**src/hw/emw_pkg.sv**
```systemverilog
// package: constants for the external memory width/wait/bus-request slice
// assumes: single bus clock, APB register access, one config word
// Functional notes
// (RULE_01) with wait enabled, output enable stays low while external wait is low
// (RULE_02) external wait is first sampled at access cycle count minus one
// (RULE_03) output enable rises on the clock after wait is sampled high
// (RULE_04) write strobe is stretched and released exactly like output enable
// (RULE_05) external bus request low is answered by driving bus grant low
// (RULE_06) while grant is low, address, data and control pins float
// (RULE_07) request released makes grant rise, then the bus may be driven again
// (RULE_08) banks 2..7 lane mode bits 11,15,..31: 0 write-byte, 1 byte enables
// (RULE_09) banks 3..7 wait enable bits 14,18,..30: 0 ignore, 1 honour wait
// (RULE_10) banks 3..7 width fields 13:12..29:28: 00 8, 01 16, 10 32 bit
// (RULE_11) config word at 0x14000000 resets to all zeros
// (RULE_12) two-bank SDRAM bank select is A20..A24 for 2MB..32MB banks
// (RULE_13) four-bank SDRAM bank select is A[22:21],A[23:22],A[24:23] for 8..32MB
// (RULE_14) all cycle counts are measured in bus clock periods
// (RULE_15) byte enable is AND of active-low write-byte enable and output enable
// (RULE_16) external master holds request for its tenure, drives only when granted
package emw_pkg;
  localparam logic [31:0] CFG_ADDR = 32'h1400_0000;
  localparam logic [31:0] CFG_RESET = 32'h0000_0000;
  localparam logic [31:0] ACC_STAT_ADDR = 32'h1400_0040;
  localparam int BANK_LO = 2;
  localparam int BANK_HI = 7;
  localparam int FIELD_BASE = 8;
  localparam int FIELD_STEP = 4;
  localparam int WIDTH_OFS = 0;
  localparam int WAIT_OFS = 2;
  localparam int LANE_OFS = 3;
  localparam int TACC_W = 4;
  localparam logic [1:0] WIDTH_8 = 2'h0;
  localparam logic [1:0] WIDTH_16 = 2'h1;
  localparam logic [1:0] WIDTH_32 = 2'h2;
  localparam logic [2:0] SIZE_2MB = 3'h0;
  localparam logic [2:0] SIZE_4MB = 3'h1;
  localparam logic [2:0] SIZE_8MB = 3'h2;
  localparam logic [2:0] SIZE_16MB = 3'h3;
  localparam logic [2:0] SIZE_32MB = 3'h4;
  typedef enum logic [1:0] {
    ST_IDLE = 2'b00,
    ST_ACCESS = 2'b01,
    ST_WAIT = 2'b10,
    ST_OFF = 2'b11
  } emw_state_t;
endpackage : emw_pkg

```
**src/hw/emw_apb_regs.sv**
```systemverilog
// APB slave for the width/wait config word plus a read-only status word
// assumes: APB master per protocol, same clock; zero-wait answers
`timescale 1ns/1ps
module emw_apb_regs (
  input wire logic clk,
  input wire logic resetn,
  input wire logic psel,
  input wire logic penable,
  input wire logic pwrite,
  input wire logic [31:0] paddr,
  input wire logic [31:0] pwdata,
  input wire logic [31:0] status,
  output logic [31:0] prdata,
  output logic pready,
  output logic pslverr,
  output logic [31:0] cfg
);
  logic [31:0] next_cfg;
  logic [31:0] next_prdata;
  logic next_pslverr;
  logic hit_cfg;
  logic hit_stat;

  // decode, write and read data; unmapped addresses read zero with an error
  always_comb begin
    hit_cfg = (paddr == emw_pkg::CFG_ADDR);
    hit_stat = (paddr == emw_pkg::ACC_STAT_ADDR);
    next_cfg = cfg;
    next_prdata = prdata;
    next_pslverr = 1'b0;
    if (psel && !penable) begin
      next_prdata = hit_cfg ? cfg : (hit_stat ? status : 32'h0000_0000);
      next_pslverr = !(hit_cfg || hit_stat);
    end
    if (psel && penable && pwrite && hit_cfg) begin
      next_cfg = pwdata; // RULE_11
    end
  end

  // pready held high: every access finishes in its first access cycle
  always_ff @(posedge clk) begin
    if (!resetn) begin
      cfg <= emw_pkg::CFG_RESET; // RULE_11
      prdata <= 32'h0000_0000;
      pslverr <= 1'b0;
      pready <= 1'b0;
    end else begin
      cfg <= next_cfg;
      prdata <= next_prdata;
      pslverr <= next_pslverr;
      pready <= 1'b1;
    end
  end
endmodule : emw_apb_regs

```
**src/hw/emw_sync.sv**
```systemverilog
// two-flop synchroniser for a pin level
// assumes: input asynchronous to clk; reset value given by parameter
`timescale 1ns/1ps
module emw_sync #(
  parameter logic INIT = 1'b1
) (
  input wire logic clk,
  input wire logic resetn,
  input wire logic d,
  output logic q
);
  logic meta;
  // first flop feeds only the second flop
  always_ff @(posedge clk) begin
    if (!resetn) begin
      meta <= INIT;
      q <= INIT;
    end else begin
      meta <= d;
      q <= meta;
    end
  end
endmodule : emw_sync

```
**src/hw/emw_ctrl.sv**
```systemverilog
// top: strobe timing with external wait, byte-lane mode, bus request/grant,
// SDRAM bank-select address mapping
// assumes: internal master gives a one-cycle start pulse with bank, direction,
// access count and byte mask; pins resolved by the outer pad ring
//
// Implementation choice: the APB slave port.
`timescale 1ns/1ps
module emw_ctrl #(
  parameter int ADDR_W = 25
) (
  input wire logic CLK,
  input wire logic RESETN,
  input wire logic PSEL,
  input wire logic PENABLE,
  input wire logic PWRITE,
  input wire logic [31:0] PADDR,
  input wire logic [31:0] PWDATA,
  output logic [31:0] PRDATA,
  output logic PREADY,
  output logic PSLVERR,
  input wire logic REQ_START,
  input wire logic [2:0] REQ_BANK,
  input wire logic REQ_WRITE,
  input wire logic [3:0] REQ_TACC,
  input wire logic [3:0] REQ_BYTES,
  input wire logic [ADDR_W-1:0] REQ_ADDR,
  input wire logic [31:0] REQ_WDATA,
  input wire logic [2:0] SDRAM_SIZE,
  input wire logic SDRAM_FOUR_BANK,
  output logic REQ_DONE,
  output logic REQ_BUSY,
  output logic [1:0] REQ_WIDTH,
  output logic [1:0] SDRAM_BANK_SEL,
  input wire logic EXT_WAIT_N,
  input wire logic BUS_REQUEST_N,
  output logic BUS_GRANT_N,
  output logic OUTPUT_ENABLE_N,
  output logic WRITE_ENABLE_N,
  output logic [3:0] WRITE_BYTE_ENABLE_N,
  output logic [3:0] BYTE_ENABLE_N,
  output logic [7:0] CHIP_SELECT_N,
  output logic [ADDR_W-1:0] ADDR_O,
  output logic [31:0] DATA_O,
  output logic BUS_OE
);
  logic [31:0] cfg;
  logic [31:0] status;
  logic wait_s;
  logic breq_s;
  emw_pkg::emw_state_t state;
  emw_pkg::emw_state_t next_state;
  logic [3:0] cnt;
  logic [3:0] next_cnt;
  logic [2:0] bank;
  logic [2:0] next_bank;
  logic wr;
  logic next_wr;
  logic [3:0] bytes;
  logic [3:0] next_bytes;
  logic oe_n;
  logic we_n;
  logic [3:0] wbe_n;
  logic [3:0] be_n;
  logic next_grant_n;
  logic next_done;
  logic [ADDR_W-1:0] next_addr;
  logic [31:0] next_data;
  logic [1:0] next_width;
  logic [1:0] next_bsel;

  // per-bank field lookup; banks 0 and 1 have no fields here
  function automatic logic cfg_bit(input logic [31:0] c, input logic [2:0] b,
                                   input int ofs);
    int pos;
    pos = emw_pkg::FIELD_BASE + emw_pkg::FIELD_STEP * (int'(b) - 2) + ofs;
    if (b < 3'(emw_pkg::BANK_LO)) cfg_bit = 1'b0;
    else cfg_bit = c[pos];
  endfunction : cfg_bit

  // wait enable: bank 2 bit excluded from this slice
  function automatic logic wait_en(input logic [31:0] c, input logic [2:0] b);
    wait_en = (b >= 3'h3) && cfg_bit(c, b, emw_pkg::WAIT_OFS); // RULE_09
  endfunction : wait_en

  emw_apb_regs u_regs (
    .clk(CLK),
    .resetn(RESETN),
    .psel(PSEL),
    .penable(PENABLE),
    .pwrite(PWRITE),
    .paddr(PADDR),
    .pwdata(PWDATA),
    .status(status),
    .prdata(PRDATA),
    .pready(PREADY),
    .pslverr(PSLVERR),
    .cfg(cfg)
  );

  // pins from the outside world pass two flops before use
  emw_sync #(.INIT(1'b1)) u_wait_sync (
    .clk(CLK),
    .resetn(RESETN),
    .d(EXT_WAIT_N),
    .q(wait_s)
  );
  emw_sync #(.INIT(1'b1)) u_breq_sync (
    .clk(CLK),
    .resetn(RESETN),
    .d(BUS_REQUEST_N),
    .q(breq_s)
  );

  // status word shows engine state and grant
  assign status = {27'h0, state == emw_pkg::ST_WAIT, !BUS_GRANT_N,
                   REQ_BUSY, 2'(state)};

  // access sequencer, counts in bus clocks
  always_comb begin
    next_state = state;
    next_cnt = cnt;
    next_bank = bank;
    next_wr = wr;
    next_bytes = bytes;
    next_done = 1'b0;
    next_grant_n = BUS_GRANT_N;
    unique case (state)
      emw_pkg::ST_IDLE: begin
        if (!breq_s) begin
          next_grant_n = 1'b0; // RULE_05
          next_state = emw_pkg::ST_OFF;
        end else if (REQ_START) begin
          next_bank = REQ_BANK;
          next_wr = REQ_WRITE;
          next_bytes = REQ_BYTES;
          next_cnt = (REQ_TACC == 4'h0) ? 4'h1 : REQ_TACC; // RULE_14
          // the wait pin needs two clocks through the synchroniser, so a
          // waited access lasts at least three clocks or it reads stale wait
          if (wait_en(cfg, REQ_BANK) && REQ_TACC < 4'h3) begin
            next_cnt = 4'h3; // RULE_01
          end
          next_state = emw_pkg::ST_ACCESS;
        end
      end
      emw_pkg::ST_ACCESS: begin
        // sampling starts when one cycle of tacc remains
        if (cnt <= 4'h2 && wait_en(cfg, bank)) begin
          next_cnt = 4'h1; // RULE_02
          next_state = emw_pkg::ST_WAIT;
        end else if (cnt == 4'h1) begin
          next_done = 1'b1;
          next_state = emw_pkg::ST_IDLE;
        end else begin
          next_cnt = cnt - 4'h1;
        end
      end
      emw_pkg::ST_WAIT: begin
        // strobe held while wait low, released next clock after high
        if (wait_s) begin
          next_done = 1'b1; // RULE_03
          next_state = emw_pkg::ST_IDLE;
        end
      end
      emw_pkg::ST_OFF: begin
        if (breq_s) begin
          next_grant_n = 1'b1; // RULE_07
          next_state = emw_pkg::ST_IDLE;
        end
      end
    endcase
  end

  always_ff @(posedge CLK) begin
    if (!RESETN) begin
      state <= emw_pkg::ST_IDLE;
      cnt <= 4'h0;
      bank <= 3'h0;
      wr <= 1'b0;
      bytes <= 4'h0;
      REQ_DONE <= 1'b0;
      BUS_GRANT_N <= 1'b1;
    end else begin
      state <= next_state;
      cnt <= next_cnt;
      bank <= next_bank;
      wr <= next_wr;
      bytes <= next_bytes;
      REQ_DONE <= next_done;
      BUS_GRANT_N <= next_grant_n;
    end
  end

  // strobes: low during access and wait stretch
  always_comb begin
    oe_n = 1'b1;
    we_n = 1'b1;
    if (next_state == emw_pkg::ST_ACCESS || next_state == emw_pkg::ST_WAIT)
    begin
      oe_n = next_wr; // RULE_01
      we_n = !next_wr; // RULE_04
    end
    wbe_n = we_n ? 4'hF : ~next_bytes;
    // lane mode 1 turns pins into byte enables for upper/lower SRAM
    if (cfg_bit(cfg, next_bank, emw_pkg::LANE_OFS)) begin // RULE_08
      be_n = (oe_n ? 4'hF : 4'h0) & (we_n ? 4'hF : ~next_bytes); // RULE_15
    end else begin
      be_n = wbe_n;
    end
  end

  // width and SDRAM bank select decode
  always_comb begin
    next_width = emw_pkg::WIDTH_8;
    if (REQ_BANK >= 3'h3) begin
      next_width = cfg[emw_pkg::FIELD_BASE + emw_pkg::FIELD_STEP *
                       (int'(REQ_BANK) - 2) +: 2]; // RULE_10
    end
    next_bsel = 2'h0;
    if (SDRAM_FOUR_BANK) begin // RULE_13
      unique case (SDRAM_SIZE)
        emw_pkg::SIZE_8MB: next_bsel = REQ_ADDR[22:21];
        emw_pkg::SIZE_16MB: next_bsel = REQ_ADDR[23:22];
        emw_pkg::SIZE_32MB: next_bsel = REQ_ADDR[24:23];
        default: next_bsel = 2'h0;
      endcase
    end else begin // RULE_12
      unique case (SDRAM_SIZE)
        emw_pkg::SIZE_2MB: next_bsel = {1'b0, REQ_ADDR[20]};
        emw_pkg::SIZE_4MB: next_bsel = {1'b0, REQ_ADDR[21]};
        emw_pkg::SIZE_8MB: next_bsel = {1'b0, REQ_ADDR[22]};
        emw_pkg::SIZE_16MB: next_bsel = {1'b0, REQ_ADDR[23]};
        emw_pkg::SIZE_32MB: next_bsel = {1'b0, REQ_ADDR[24]};
        default: next_bsel = 2'h0;
      endcase
    end
    next_addr = (REQ_START && state == emw_pkg::ST_IDLE) ? REQ_ADDR : ADDR_O;
    next_data = (REQ_START && state == emw_pkg::ST_IDLE) ? REQ_WDATA : DATA_O;
  end

  // registered pins; bus released while granted to outside master
  always_ff @(posedge CLK) begin
    if (!RESETN) begin
      OUTPUT_ENABLE_N <= 1'b1;
      WRITE_ENABLE_N <= 1'b1;
      WRITE_BYTE_ENABLE_N <= 4'hF;
      BYTE_ENABLE_N <= 4'hF;
      CHIP_SELECT_N <= 8'hFF;
      ADDR_O <= '0;
      DATA_O <= 32'h0000_0000;
      BUS_OE <= 1'b0;
      REQ_BUSY <= 1'b0;
      REQ_WIDTH <= 2'h0;
      SDRAM_BANK_SEL <= 2'h0;
    end else begin
      OUTPUT_ENABLE_N <= oe_n;
      WRITE_ENABLE_N <= we_n;
      WRITE_BYTE_ENABLE_N <= wbe_n;
      BYTE_ENABLE_N <= be_n;
      CHIP_SELECT_N <= (oe_n && we_n) ? 8'hFF : ~(8'h01 << next_bank);
      ADDR_O <= next_addr;
      DATA_O <= next_data;
      BUS_OE <= next_grant_n; // RULE_06
      REQ_BUSY <= (next_state == emw_pkg::ST_ACCESS) ||
                  (next_state == emw_pkg::ST_WAIT);
      REQ_WIDTH <= next_width;
      SDRAM_BANK_SEL <= next_bsel;
    end
  end
endmodule : emw_ctrl

```
**config.mk**
```make
export PLATFORM = sky130hd
export DESIGN_NAME = emw_ctrl
export DESIGN_NICKNAME = d
export VERILOG_FILES = /design/src/hw/emw_pkg.sv /design/src/hw/emw_apb_regs.sv /design/src/hw/emw_sync.sv /design/src/hw/emw_ctrl.sv
export SDC_FILE = /design/constraint.sdc
export NUM_CORES = 1
export LEC_CHECK = 0
export BUFFER_PORTS_ARGS = -buffer_cell sky130_fd_sc_hd__clkbuf_2
export CORE_ASPECT_RATIO = 1.5
export CORE_MARGIN = 5
export CORE_UTILIZATION = 44
export DETAILED_ROUTE_END_ITERATION = 10
export PLACE_DENSITY_LB_ADDON = 0.2
export SKIP_LAST_GASP = 1
export SLEW_MARGIN = 20
export SYNTH_ARGS = -nofsm -noshare
export SYNTH_HDL_FRONTEND = slang
export SYNTH_SLANG_ARGS = --single-unit
```
**constraint.sdc**
```tcl
create_clock -name CLK -period 3.1 [get_ports CLK]
set_input_delay 0.465 -clock CLK [delete_from_list [all_inputs] [get_ports CLK]]
set_output_delay 0.465 -clock CLK [all_outputs]
set_load 0.03 [all_outputs]
```
==> reports/results.ini <==
[drt]
drt-wirelength-per-cell_um=16.0
dr.pass1.iters=5
routed_wl_um=19300
drc=0
avgViaCountPerCell=5.11
vias=6168
antenna_left=0
drtIter0Drc=368

[cells_and_area]
diodes=0
area_growth_pct=31.4
drive_above_1_share_pct=32.5
layout_commonest_cell=clkbuf_2
nets=1151
final_cell_mix=clkbuf_2 (261), dfxtp_1 (167), nand2_1 (133)

[floorplanning]
initial_utilization_pct=44.5
die_y_um=161
core_mm2=0.0150
die_w_um=111
design.die.area_mm2=0.0178
io_pins=262
rows=55

[sta]
worst_slew_pin_slew_ps=721
rsz0062_at_grt=false
setup_tns_ps=0
finalSetupViolCount=0
whs_ps=241
period_minus_slack_ps=2900
slew_viol_final=0
slew_headroom_pct=51.9
fmax_mhz=345
worst_clock_skew_ps=10.2
min_period_over_period_pct=93.6
finalHoldViolations=0

[synthesis]
synthArstFlopShare_pct=0
synth_nets=906
syn_avg_cell_area_um2=8.91
yosysTopAreaCell=dfxtp_1
synth-edff-count=0
yosysSeqAreaShare_pct=50.1
synth-main-ff-cell=dfxtp_1
netlist-cell-type-count=51
yosys_warnings=0
synthesis.area_mm2=0.00667
synth_area_leaders=dfxtp_1 (50%), nand2_1 (7.5%), mux2i_1 (6.9%)
syn_inst=749
synth_top_area_share_pct=50.1
synth_seq_cells=167

[placement]
globalplace.congestion=0.917
dpl.hpwl_um=14600
numPortBuffers=261

[power_and_ir_drop]
switching_share_pct=37.2
power.leakage_uw=0.00380
seqPwrFrac_pct=37.5
p_int_uw=4280
pwr_density_cell_mw_per_mm2=778
switchingPower_uw=2540
clockPowerShare_pct=29.6
vdd_drop_max_mv=0.354
power_frac_comb_pct=32.8

[worst_setup_path]
end_kind=register
required_ps=3390
worstSetupStartpointType=register
cp.arrival_ps=3190
crit_type=register to register
crit_path_max_fanout=7

[clock_network]
cts_post_setup_buffers_inserted=0
cts_buffer_depth=2
clkSinkCount=167
clk_pin_slew_ps=60
cts_tree=yes
clockRootBuffer=clkbuf_16
cts_buffers=17
clkLatencyLatePin_ps=420
h-tree-depth=4

[run]
max_cap_violations=0

[global_route]
grt_max_degree=68
grtUsageTotal_pct=21.4
grt_overflow=0
grt_pass1_wl_um=31200
antenna_found_initial=0
grt_pass1_vias=6030

[min_path]
hp-class=primary input to register

[run_status]
status=complete, no violations

-- flip-flops by register name, indices dropped and copies added (netlist names), 2 cells and up --
register             flops
DATA_O                  32
SDRAM_BANK_SEL           2
BYTE_ENABLE_N            4
WRITE_BYTE_ENABLE_N      4
bytes                    4
CHIP_SELECT_N            8
ADDR_O                  25
REQ_WIDTH                2
u_regs.prdata           32
bank                     3
cnt                      4
u_regs.cfg              32
state                    2
-- critical path: stages, from the launching register on --
cell and delay [ps]:
dfxtp_1 360, inv_1 130, ha_1 170, and3_1 310, mux2i_4 340, inv_2 90
ha_1 330, a211o_1 240, a221o_1 360, a211oi_2 330, o21ai_1 120
-- layer usage --
metal	track usage, %	part of all wire, %	vias up	routed length [µm]
met4	8.12	2.4	0	467
met3	6.71	6.3	29	1220
met1	23.8	39	2828	7610
met5	0	0	-	0
li1	-	-	3094	-
met2	38.0	52	217	9970
-- cell usage after synthesis, types with 6 or more instances --
cell type and number:
inv_1 17, mux2i_1 46, nor2_1 89, nor4_1 10
o21ai_0 9, clkbuf_1 32, a22oi_1 33, nand3_1 11
mux4_2 6, nand2b_1 11, buf_1 8, dfxtp_1 167
mux2_2 6, nand2_1 134, ha_1 12, buf_2 7
nor3_1 12, nand4_1 9, a21oi_1 71
-- metrics by stage --
stage / worst slack [ps] / util [%] / total power, µW / instances / instance area (µm²)
after floorplan: 119 / - / 4140 / 749 / 6670
after global placement: 239 / 54.6 / 4820 / 1174 / 8200
after detailed placement: 168 / 54.6 / 4840 / 1174 / 8200
after CTS: 163 / 58.4 / 6880 / 1206 / 8760
after global routing: 20.7 / 58.4 / 7230 / 1206 / 8770
final: 200 / 58.4 / 6820 / 1206 / 8770
-- final timing paths --
check                                       from          endpoint  slack [ps]  depth (start not counted)
worst max-delay path                    state[1]  BYTE_ENABLE_N[1]         200                         10
worst min-delay path               BUS_REQUEST_N  u_breq_sync.meta         240                          2
worst max register to register          state[1]  BYTE_ENABLE_N[1]         200                         10
worst min register to register  u_wait_sync.meta     u_wait_sync.q         430                          1
-- final cells by class --
type / count / area, µm²
clock buffer: 20 / 447
clock inverter: 12 / 118
fill: 1461 / 6230
inverter: 19 / 73.8
multi-input combinational: 515 / 3100
sequential: 167 / 3340
tap: 199 / 249
timing repair buffer: 274 / 1440
-- power by group through the flow --
| stage | registers (µW) | logic [µW] | clock network (µW) |
|---|---|---|---|
| 2_1_floorplan | 2980 | 1160 | 0 |
| 3_3_place_gp | 2600 | 2220 | 0 |
| 3_5_place_dp | 2610 | 2230 | 0 |
| 4_1_cts | 2560 | 2240 | 2080 |
| 5_1_grt | 2590 | 2470 | 2170 |
| 6_report | 2560 | 2240 | 2020 |
-- what timing repair did --
item	in CTS	in global routing
hold buffers	0	0
setup endpoints to repair	0	1
hold endpoints to repair	0	0
resized for setup	0	1
-- cell families (layout without fill, tap and decap cells) --
kind of cell / Yosys count / after routing / synth area share [%]
fa+ha+maj: 12 / 12 / 2.25
buf+inv: 67 / 325 / 4.01
flops: 167 / 167 / 50.1
simple gates: 296 / 296 / 19.4
mux: 60 / 60 / 10.5
compound gates: 147 / 147 / 13.8
(Power assumes the default switching activity.)
